## src/mac_stall_regs.svh

```systemverilog
// timing counts and stage counts of the multiply-accumulate interlock
`ifndef MAC_STALL_REGS_SVH
`define MAC_STALL_REGS_SVH

// multiplier busy cycles after the final memory-access stage
`define MAC_LONG_BUSY_CYCLES 4
`define MAC_WORD_BUSY_CYCLES 2
// stage count of the double-length multiply-accumulate
`define MAC_LONG_STAGE_COUNT 9
// busy counter width
`define MAC_BUSY_CNT_W 3

`endif

```

## src/mac_stall_pkg.sv

```systemverilog
// instruction classes seen by the multiply-accumulate interlock
package mac_stall_pkg;

	typedef enum logic [3:0] {
		INSN_OTHER,
		INSN_LONG_MULTIPLY_ACCUMULATE,
		INSN_WORD_MULTIPLY_ACCUMULATE,
		INSN_SIGNED_DOUBLE_MULTIPLY,
		INSN_SIGNED_WORD_MULTIPLY,
		INSN_STORE_SYSREG_TO_GPR,
		INSN_STORE_SYSREG_TO_MEMORY,
		INSN_LOAD_SYSREG_FROM_GPR,
		INSN_LOAD_SYSREG_FROM_MEMORY
	} insn_class_e;

endpackage

```

## src/mult_busy_counter.sv

```systemverilog
// down counter that marks the multiplier busy period
`include "mac_stall_regs.svh"

module mult_busy_counter #(
	parameter int CNT_W = `MAC_BUSY_CNT_W
) (
	input  wire logic             clk_sys,
	input  wire logic             rst,
	input  wire logic             load,
	input  wire logic [CNT_W-1:0] loadValue,
	output logic                  busy,
	output logic      [CNT_W-1:0] count
);

	logic [CNT_W-1:0] count_ff;

	generate
		if (CNT_W < 1) begin : g_bad_width
			$error("busy counter width must be at least one bit");
		end
	endgenerate

	always_ff @(posedge clk_sys) begin
		if (rst) begin
			count_ff <= '0;
		end else if (load) begin
			count_ff <= loadValue;
		end else if (count_ff != '0) begin
			count_ff <= count_ff - 1'b1;
		end
	end

	assign busy  = (count_ff != '0);
	assign count = count_ff;

endmodule

```

## src/mac_multiplier_stall_control.sv

```systemverilog
// interlock of multiply-accumulate stages against the multiplier and instruction fetch
`include "mac_stall_regs.svh"

// Contract
// - memory-load of sysreg gets multiplier access stage
// - that stage stretches until multiplier finishes
// - that stage arbitrates against instruction fetch
// - long multiply-accumulate runs nine stages
// - second access stage reads and feeds multiplier
// - multiplier busy four cycles after last access
// - follower decode stalls one slot
// - both access stages split slots with fetch; here fetch gets no slot while either access stage is valid
// - non-multiplier follower only stalls one slot
// - detect contention for every multiplier-using follower
// - second access stage extended over busy period
// - two non-multiplier instructions between avoid stall
module mac_multiplier_stall_control #(
	parameter int CNT_W     = `MAC_BUSY_CNT_W,
	parameter int LONG_BUSY = `MAC_LONG_BUSY_CYCLES,
	parameter int WORD_BUSY = `MAC_WORD_BUSY_CYCLES
) (
	input  wire logic                      clk_sys,
	input  wire logic                      rst,
	input  wire logic                      decValid,
	input  mac_stall_pkg::insn_class_e     decClass,
	input  wire logic                      fetchReq,
	output logic                           decAccept,
	output logic                           decStall,
	output logic                           fetchGrant,
	output logic                           accessGrant,
	output logic                           multAccess,
	output logic                           multContention,
	output logic                           mulOperandLoad,
	output logic                           mulStart,
	output logic                           mulBusy,
	output logic                           exValid,
	output mac_stall_pkg::insn_class_e     exClass,
	output logic                           maValid,
	output mac_stall_pkg::insn_class_e     maClass,
	output logic                           maSecond
);

	generate
		if (LONG_BUSY < 1 || LONG_BUSY >= (1 << CNT_W) || WORD_BUSY < 1
				|| WORD_BUSY >= (1 << CNT_W)) begin : g_bad_busy
			$error("busy cycle counts must fit the busy counter");
		end
	endgenerate

	localparam logic [CNT_W-1:0] LONG_LOAD = CNT_W'(LONG_BUSY);
	localparam logic [CNT_W-1:0] WORD_LOAD = CNT_W'(WORD_BUSY);

	logic                       exValid_ff;
	mac_stall_pkg::insn_class_e exClass_ff;
	logic                       maValid_ff;
	mac_stall_pkg::insn_class_e maClass_ff;
	logic                       maSecond_ff;
	logic                       maWait;
	logic                       maDone;
	logic                       maFinal;
	logic                       maFree;
	logic                       exMove;
	logic                       exFree;
	logic [CNT_W-1:0]           busyLoad;
	logic [CNT_W-1:0]           busyCount;

	function automatic logic usesMult(input mac_stall_pkg::insn_class_e c);
		return c != mac_stall_pkg::INSN_OTHER;
	endfunction

	// classes that run two memory-access stages, the second touching the multiplier
	function automatic logic twoAccess(input mac_stall_pkg::insn_class_e c);
		return c == mac_stall_pkg::INSN_LONG_MULTIPLY_ACCUMULATE
			|| c == mac_stall_pkg::INSN_WORD_MULTIPLY_ACCUMULATE
			|| c == mac_stall_pkg::INSN_SIGNED_DOUBLE_MULTIPLY;
	endfunction

	function automatic logic startsMult(input mac_stall_pkg::insn_class_e c);
		return twoAccess(c) || c == mac_stall_pkg::INSN_SIGNED_WORD_MULTIPLY;
	endfunction

	function automatic logic touchesMult(input mac_stall_pkg::insn_class_e c, input logic second);
		return usesMult(c) && (!twoAccess(c) || second);
	endfunction

	// memory stage that reaches the multiplier; sysreg load from memory included
	assign multAccess = maValid_ff && touchesMult(maClass_ff, maSecond_ff);
	// stage stretched over the busy period and closed in its last cycle, as one slot;
	// closing one cycle later would stall even behind two unrelated spacers
	assign maWait = multAccess && (busyCount > CNT_W'(1));
	assign multContention = maWait;
	assign maDone = maValid_ff && !maWait;
	assign maFinal = maDone && (!twoAccess(maClass_ff) || maSecond_ff);
	assign maFree = !maValid_ff || maFinal;
	assign exMove = exValid_ff && maFree;
	assign exFree = !exValid_ff || exMove;

	// memory access owns the bus in every access-stage cycle; fetch takes only cycles with no access stage valid
	assign accessGrant = maValid_ff;
	assign fetchGrant = fetchReq && !maValid_ff;

	// follower decode held one slot while the long form sits in execute
	assign decStall = decValid && ((exValid_ff
		&& exClass_ff == mac_stall_pkg::INSN_LONG_MULTIPLY_ACCUMULATE) || !exFree);
	assign decAccept = decValid && !decStall;

	assign mulOperandLoad = maDone && multAccess;
	assign mulStart = maFinal && startsMult(maClass_ff);
	assign busyLoad = (maClass_ff == mac_stall_pkg::INSN_LONG_MULTIPLY_ACCUMULATE
		|| maClass_ff == mac_stall_pkg::INSN_SIGNED_DOUBLE_MULTIPLY) ? LONG_LOAD : WORD_LOAD;

	// only multiplier users are tracked past decode; others leave no interlock
	always_ff @(posedge clk_sys) begin
		if (rst) begin
			exValid_ff <= 1'b0;
			exClass_ff <= mac_stall_pkg::INSN_OTHER;
		end else if (exFree) begin
			exValid_ff <= decAccept && usesMult(decClass);
			exClass_ff <= decClass;
		end
	end

	always_ff @(posedge clk_sys) begin
		if (rst) begin
			maValid_ff  <= 1'b0;
			maClass_ff  <= mac_stall_pkg::INSN_OTHER;
			maSecond_ff <= 1'b0;
		end else if (maDone && !maFinal) begin
			maSecond_ff <= 1'b1;
		end else if (maFree) begin
			maValid_ff  <= exMove;
			maClass_ff  <= exClass_ff;
			maSecond_ff <= 1'b0;
		end
	end

	mult_busy_counter #(
		.CNT_W     (CNT_W)
	) u_busy (
		.clk_sys   (clk_sys),
		.rst       (rst),
		.load      (mulStart),
		.loadValue (busyLoad),
		.busy      (mulBusy),
		.count     (busyCount)
	);

	assign exValid  = exValid_ff;
	assign exClass  = exClass_ff;
	assign maValid  = maValid_ff;
	assign maClass  = maClass_ff;
	assign maSecond = maSecond_ff;
endmodule

```

## config.mk

```make
export PLATFORM = sky130hd
export DESIGN_NAME = mac_multiplier_stall_control
export DESIGN_NICKNAME = d
export VERILOG_FILES = /design/src/mac_stall_pkg.sv /design/src/mult_busy_counter.sv /design/src/mac_multiplier_stall_control.sv
export VERILOG_INCLUDE_DIRS = /design/src
export SDC_FILE = /design/constraint.sdc
export NUM_CORES = 1
export LEC_CHECK = 0
export BUFFER_PORTS_ARGS = -buffer_cell sky130_fd_sc_hd__buf_4
export CAP_MARGIN = 10
export CORE_MARGIN = 10
export CORE_UTILIZATION = 45
export DETAILED_ROUTE_END_ITERATION = 10
export GPL_TIMING_DRIVEN = 0
export PLACE_DENSITY = 0.74
export SYNTH_ARGS = -nofsm -noshare
export SYNTH_HDL_FRONTEND = slang
export SYNTH_SLANG_ARGS = --single-unit
```

## constraint.sdc

```tcl
create_clock -name clk_sys -period 4.5 [get_ports clk_sys]
set_input_delay 0.9 -clock clk_sys [delete_from_list [all_inputs] [get_ports clk_sys]]
set_output_delay 0.9 -clock clk_sys [all_outputs]
set_load 0.02 [all_outputs]
```

; ---- After elaboration in Yosys (flattened, before gate mapping)
; Cells that the tools add are included.
[op_classes]
n_lt_le_gt_ge = 1
n_mux = 5
n_reduce_logical = 35
n_addsub = 1
bitwise_logic = 1
n_eq_ne = 5
[ops]
columns = cell, n
row1 = $logic_and A1 B1 Y1, 14
row2 = $mux W3, 3
row3 = $eq A4 B1 Y1 const B, 2
row4 = $eq A4 B2 Y1 const B, 2
row5 = $logic_or A1 B1 Y1, 8
row6 = $reduce_bool A4 Y1, 2
row7 = $logic_not A1 Y1, 7
row8 = $eq A4 B3 Y1 const B, 1
row9 = $reduce_bool A2 Y1, 2
row10 = $gt A3 B1 Y1 const B, 1
row11 = $reduce_bool A3 Y1, 1
row12 = $sub A3 B1 Y3 const B, 1
row13 = $mux W1, 2
row14 = $reduce_and A2 Y1, 1
row15 = $not A1 Y1, 1
[word_totals]
out_inout_bits = 20
word_cells = 54
input_bits = 8
register_bits = 14

; ---- Depth between registers and ports, before layout
[depth]
word_depth = 20
mapped_depth = 7
ltp_nobuf = 6

; ---- Cells and area by module
; A second synthesis with hierarchy kept.
[hier_totals]
hier_cells = 86
area_unflattened_um2 = 794.5
[modules_own_cells]
columns = mod, seq_area_each_um2, instances, cells_each, area_per_inst_um2
row1 = mac_multiplier_stall_control, 220.2, 1, 65, 591.8
row2 = mult_busy_counter, 60.1, 1, 21, 202.7

; ---- Least setup slack after synthesis
; Ideal clock, no wire load.
[synth_path]
path_type = reg-to-output
startpoint = register maClass_ff[2], in the netlist maClass[2]
endpoint = output decStall
path_stages_with_launch = 6
path_buffers = 1
arrival_time_ns = 1.695
path_slack_ns = 1.905
required_time_ns = 3.600
cell_sequence = dfxtp_1 > or3_1 > a311oi_2 > buf_6 > nand2_2 > a21boi_1
[synth_via]
elab_chain_cells = 17
word_cells_on_any_way = 20
classes_between = eq/ne (3) / reduce/logical (17)
[synth_lines]
columns = item, line_no
row1 = from (decl), mac_multiplier_stall_control.sv:56  ; mac_stall_pkg::insn_class_e maClass_ff;
row2 = from (signal assigned), mac_multiplier_stall_control.sv:126  ; maClass_ff <= mac_stall_pkg::INSN_OTHER;
row3 = from (signal assigned), mac_multiplier_stall_control.sv:132  ; maClass_ff <= exClass_ff;
row4 = $eq A4 B1 Y1 / $eq A4 B2 Y1 (equally long branches), "mac_multiplier_stall_control.sv:73, mac_multiplier_stall_control.sv:74"
row5 = $logic_or A1 B1 Y1, mac_multiplier_stall_control.sv:74  ; || c == mac_stall_pkg::INSN_WORD_MULTIPLY_ACCUMULATE
row6 = $logic_or A1 B1 Y1, mac_multiplier_stall_control.sv:75  ; || c == mac_stall_pkg::INSN_SIGNED_DOUBLE_MULTIPLY;
row7 = $logic_not A1 Y1, "mac_multiplier_stall_control.sv:83, mac_multiplier_stall_control.sv:93"
row8 = $logic_or A1 B1 Y1, "mac_multiplier_stall_control.sv:83, mac_multiplier_stall_control.sv:93"
row9 = $logic_and A1 B1 Y1, mac_multiplier_stall_control.sv:83  ; return usesMult(c) && (!twoAccess(c) || second);
row10 = $logic_and A1 B1 Y1, mac_multiplier_stall_control.sv:87  ; assign multAccess = maValid_ff && touchesMult(maClass_ff, maSecond_ff);
row11 = $logic_and A1 B1 Y1, mac_multiplier_stall_control.sv:90  ; assign maWait = multAccess && (busyCount > CNT_W'(1));
row12 = $logic_not A1 Y1, mac_multiplier_stall_control.sv:92  ; assign maDone = maValid_ff && !maWait;
row13 = $logic_and A1 B1 Y1, mac_multiplier_stall_control.sv:92
row14 = $logic_and A1 B1 Y1 (*), mac_multiplier_stall_control.sv:93  ; assign maFinal = maDone && (!twoAccess(maClass_ff) || maSecond_ff);
row15 = $logic_or A1 B1 Y1 (*), mac_multiplier_stall_control.sv:94  ; assign maFree = !maValid_ff || maFinal;
row16 = $logic_and A1 B1 Y1 (*), mac_multiplier_stall_control.sv:95  ; assign exMove = exValid_ff && maFree;
row17 = $logic_or A1 B1 Y1 (*), mac_multiplier_stall_control.sv:96  ; assign exFree = !exValid_ff || exMove;
row18 = $logic_not A1 Y1 (*), mac_multiplier_stall_control.sv:104  ; && exClass_ff == mac_stall_pkg::INSN_LONG_MULTIPLY_ACCUMULATE) || !exFree);
row19 = $logic_or A1 B1 Y1 (*), mac_multiplier_stall_control.sv:104
row20 = $logic_and A1 B1 Y1 (*), mac_multiplier_stall_control.sv:103  ; assign decStall = decValid && ((exValid_ff
row21 = to (decl), mac_multiplier_stall_control.sv:28  ; output logic decStall,
; Mark *: on every way between the ends. The rest lies on a longest branch, timed or not.

; ---- Final worst setup path
[layout_path]
startpoint = register u_busy.count_ff[1], in the netlist u_busy.count[1]
endpoint = output decAccept
[layout_via]
elab_chain_cells = 13
[layout_lines]
columns = item, line_no
row1 = from (decl), mult_busy_counter.sv:15  ; logic [CNT_W-1:0] count_ff;
row2 = from (signal assigned), mult_busy_counter.sv:27  ; count_ff <= loadValue;
row3 = from (signal assigned), mult_busy_counter.sv:29  ; count_ff <= count_ff - 1'b1;
row4 = $gt A3 B1 Y1, mac_multiplier_stall_control.sv:90
row5 = $logic_and A1 B1 Y1, mac_multiplier_stall_control.sv:90
row6 = $logic_not A1 Y1, mac_multiplier_stall_control.sv:92
row7 = $logic_and A1 B1 Y1, mac_multiplier_stall_control.sv:92
row8 = $logic_and A1 B1 Y1, mac_multiplier_stall_control.sv:93
row9 = $logic_or A1 B1 Y1, mac_multiplier_stall_control.sv:94
row10 = $logic_and A1 B1 Y1, mac_multiplier_stall_control.sv:95
row11 = $logic_or A1 B1 Y1, mac_multiplier_stall_control.sv:96
row12 = $logic_not A1 Y1, mac_multiplier_stall_control.sv:104
row13 = $logic_or A1 B1 Y1, mac_multiplier_stall_control.sv:104
row14 = $logic_and A1 B1 Y1, mac_multiplier_stall_control.sv:103
row15 = $logic_not A1 Y1, mac_multiplier_stall_control.sv:105  ; assign decAccept = decValid && !decStall;
row16 = $logic_and A1 B1 Y1, mac_multiplier_stall_control.sv:105
row17 = to (decl), mac_multiplier_stall_control.sv:27  ; output logic decAccept,
; No other way between the ends.

==> impl_metrics.json <==
{
  "yosys.area_share.adder": 0.04862,
  "final_period_minus_worst_setup_slack_ns": 2.891,
  "intPower_w": 0.0002593,
  "synth_enable_flop_cells": 0,
  "largest_net_degree_at_the_start_of_global_routing": 11,
  "post-route-drc-count": 0,
  "layout_overhead_on_the_synthesized_area_pct": 32.58,
  "die-area_mm2": 0.003772,
  "synth_top_flop_cell": "sky130_fd_sc_hd__dfxtp_1",
  "drtIter0Drc": 8,
  "synth_async_sr_flop_share": 0,
  "seq_power_share": 0.389,
  "fin_hold_ws_ns": 0.5337,
  "htreeDepth": 1,
  "finalMaxSlewViolations": 0,
  "cell_area_after_synthesis_um2": 772.0,
  "most-common-layout-cells": "sky130_fd_sc_hd__buf_4 (27), sky130_fd_sc_hd__dfxtp_1 (14), sky130_fd_sc_hd__nor2_1 (12)",
  "fillerInstances": 147,
  "p_sw_frac": 0.3607,
  "cts-root-buf": "sky130_fd_sc_hd__clkbuf_4",
  "path_cells": "inv_1 > ha_1 > o21bai_1 > a311oi_2 > buf_6 > nand2_2 > and3_1 > buf_4",
  "clock_insertion_delay_worst_skew_ns": 0.27,
  "compound_gate_portion_of_the_synthesized_area": 0.1167,
  "worst_path_dominant_cell_family": "compound AO/OA/AOI/OAI gates",
  "synth_sequential_area_ratio": 0.3630,
  "maxCapViolations": 0,
  "data_arrival_at_the_endpoint_of_the_critical_path_ns": 1.99,
  "muxShareOfSynthArea": 0.09400,
  "groute.usage.overall": 0.1028,
  "post_route_cells_drive_above_1_share": 0.3051,
  "clock_sinks": 14,
  "grt_pass1_wl_um": 2980,
  "synth_top_family_by_area": "simple AND/OR/NAND/NOR gates",
  "detail_route.wl_per_cell_um": 14.17,
  "postCtsSetupBuffers": 0,
  "finalCritPeriodShare": 0.6425,
  "routabilityCongestion": 0.8063,
  "synthXorXnorAreaFrac": 0.01135,
  "critPathSlowestCell": "sky130_fd_sc_hd__dfxtp_1",
  "timing_worst_slew_pin_value_ns": 0.4141,
  "hold_path.class": "register to register",
  "grt_pass1_vias": 650,
  "timing.setup.tns_ns": 0,
  "syn_nets": 99,
  "clockPowerShare": 0.219,
  "synth_simple_gate_area_frac": 0.3015,
  "postRouteAntennaNets": 0,
  "clock.fmax_ghz": 0.3459,
  "power.static_leakage_nw": 0.4604,
  "timing.critical_path.slowest_cell_delay_ns": 0.36,
  "initial_utilization": 0.4952,
  "worst_setup_start_kind": "register",
  "postCtsHoldBufs": 0,
  "synth_cell_types": 34,
  "finalNetCount": 130,
  "cp.buffers_inverters": 3,
  "worst_clock_skew_ns": 0.002237,
  "grt_antenna_before_repair": 0,
  "syn_area_per_cell_um2": 8.773,
  "critical_path_start_end_classification": "register to output port",
  "num_antenna_cells": 0,
  "via_count": 716,
  "postSynthCellCount": 88,
  "maximum_clock_path_buffer_count": 2,
  "critical_path.endpoint_type": "output port",
  "vias_per_cell": 5.343,
  "grt-ovfl-total": 0,
  "hold_viol": 0,
  "tritoncts": "done",
  "gate_power_share": 0.392,
  "run_status": "finished clean",
  "synth.ff_latch_count": 14,
  "die_height_um": 61.42,
  "slew-limit-headroom": 0.7214,
  "cp_max_fo": 10,
  "buffer_ports.inserted": 26,
  "rows": 14,
  "total_clock_buffers_created_by_cts": 3,
  "route.final.wire_length_um": 1899,
  "max-vdd-ir-drop_uv": 242.5,
  "synthesis.yosys.warnings": 0,
  "rsz0062_at_grt": "false",
  "hpwl_um": 1506,
  "cts_resized": 0,
  "final_common_cell": "sky130_fd_sc_hd__buf_4",
  "coreArea_mm2": 0.001559,
  "cp_data_required_time_ns": 3.60,
  "detailed_routing_iteration_count_for_the_pre_antenna_repair_pass": 4,
  "die_x_um": 61.42,
  "top_level_ports": 28,
  "setup_viol_count_final": 0,
  "power-per-cell-area_mw_per_mm2": 396.2,
  "switchingPower_w": 0.0001463,
  "clk_transition_reported_paths_ns": 0.08
}
==> area by class of cell <==
cell class | instances | area [um2] | area share
buffer | 5 | 31.28 | 0.03056
multi-input combinational | 64 | 441.7 | 0.4315
tap | 16 | 20.02 | 0.01956
inverter | 5 | 18.77 | 0.01834
sequential | 14 | 280.3 | 0.2738
clock buffer | 4 | 36.28 | 0.03545
timing repair buffer | 26 | 195.2 | 0.1907
==> cell families (layout without fill, tap and decap cells) <==
logic type	after synthesis	in the layout
flip-flops	14	14
AO/OA/AOI/OAI	14	14
AND/OR/NAND/NOR	39	39
buffers and inverters	10	40
multiplexers	7	7
XOR/XNOR	1	1
adder cells (fa/ha/maj)	3	3
==> stage by stage <==
step                      cell area [um2]  utilization  total power [W]  instances  setup WS, ns
after floorplan                     772.0            -        0.0002734         88         1.905
after global placement              987.2       0.6332        0.0003164        130         1.915
after detailed placement            987.2       0.6332        0.0003216        130         1.919
after CTS                            1023       0.6565        0.0004117        134         1.605
after global routing                 1023       0.6565        0.0004362        134         1.430
final                                1023       0.6565        0.0004055        134         1.609
==> power groups by stage <==
stage / Combinational, W / Clock [W] / Sequential (W)
6_report: 0.000159 / 0.0000888 / 0.000158
5_1_grt: 0.000178 / 0.0000963 / 0.000162
4_1_cts: 0.000161 / 0.0000923 / 0.000158
3_5_place_dp: 0.000161 / 0 / 0.000160
3_3_place_gp: 0.000156 / 0 / 0.000160
2_1_floorplan: 0.000110 / 0 / 0.000163
==> cells in the mapped netlist (2+ instances only) <==
cell type	n	area [um2]
sky130_fd_sc_hd__a21oi_1	3	15.01
sky130_fd_sc_hd__clkbuf_1	2	7.510
sky130_fd_sc_hd__dfxtp_1	14	280.3
sky130_fd_sc_hd__ha_1	3	37.54
sky130_fd_sc_hd__inv_1	5	18.77
sky130_fd_sc_hd__mux2_1	2	22.52
sky130_fd_sc_hd__mux2i_1	5	50.05
sky130_fd_sc_hd__nand2_1	5	18.77
sky130_fd_sc_hd__nand2b_1	5	31.28
sky130_fd_sc_hd__nand4b_1	4	35.03
sky130_fd_sc_hd__nor2_1	12	45.04
sky130_fd_sc_hd__nor4_1	2	12.51
sky130_fd_sc_hd__o21ai_1	5	25.02
==> registers in the layout (all words and copies together), names as in the netlist <==
| register | count |
|---|---|
| u_busy.count | 3 |
| exClass | 4 |
| maSecond | 1 |
| exValid | 1 |
| accessGrant | 1 |
| maClass | 4 |
==> per-layer routing <==
layer | vias to the layer above | track usage | part of all wire
li1 | 367 | - | -
met1 | 324 | 0.1228 | 0.44
met2 | 23 | 0.1642 | 0.45
met3 | 2 | 0.04527 | 0.099
met4 | 0 | 0.02866 | 0.0063
met5 | - | 0 | 0
==> tightest hold or removal path, cell delays in order (launching register included) <==
cell,delay (ns)
sky130_fd_sc_hd__dfxtp_1,0.34
sky130_fd_sc_hd__nand4b_1,0.10
sky130_fd_sc_hd__o21ai_1,0.06
==> final timing paths <==
| path | end | cells after the start | slack (ns) | start |
|---|---|---|---|---|
| worst max-delay path | decAccept | 8 | 1.61 | u_busy.count[1]$_SDFFE_PP0P_ |
| worst min-delay path | exClass[2]$_SDFFE_PP0P_ | 2 | 0.53 | exClass[2]$_SDFFE_PP0P_ |
| worst max register to register | u_busy.count[2]$_SDFFE_PP0P_ | 6 | 2.77 | u_busy.count[1]$_SDFFE_PP0P_ |
| worst min register to register | exClass[2]$_SDFFE_PP0P_ | 2 | 0.53 | exClass[2]$_SDFFE_PP0P_ |
(Power assumes the default switching activity.)
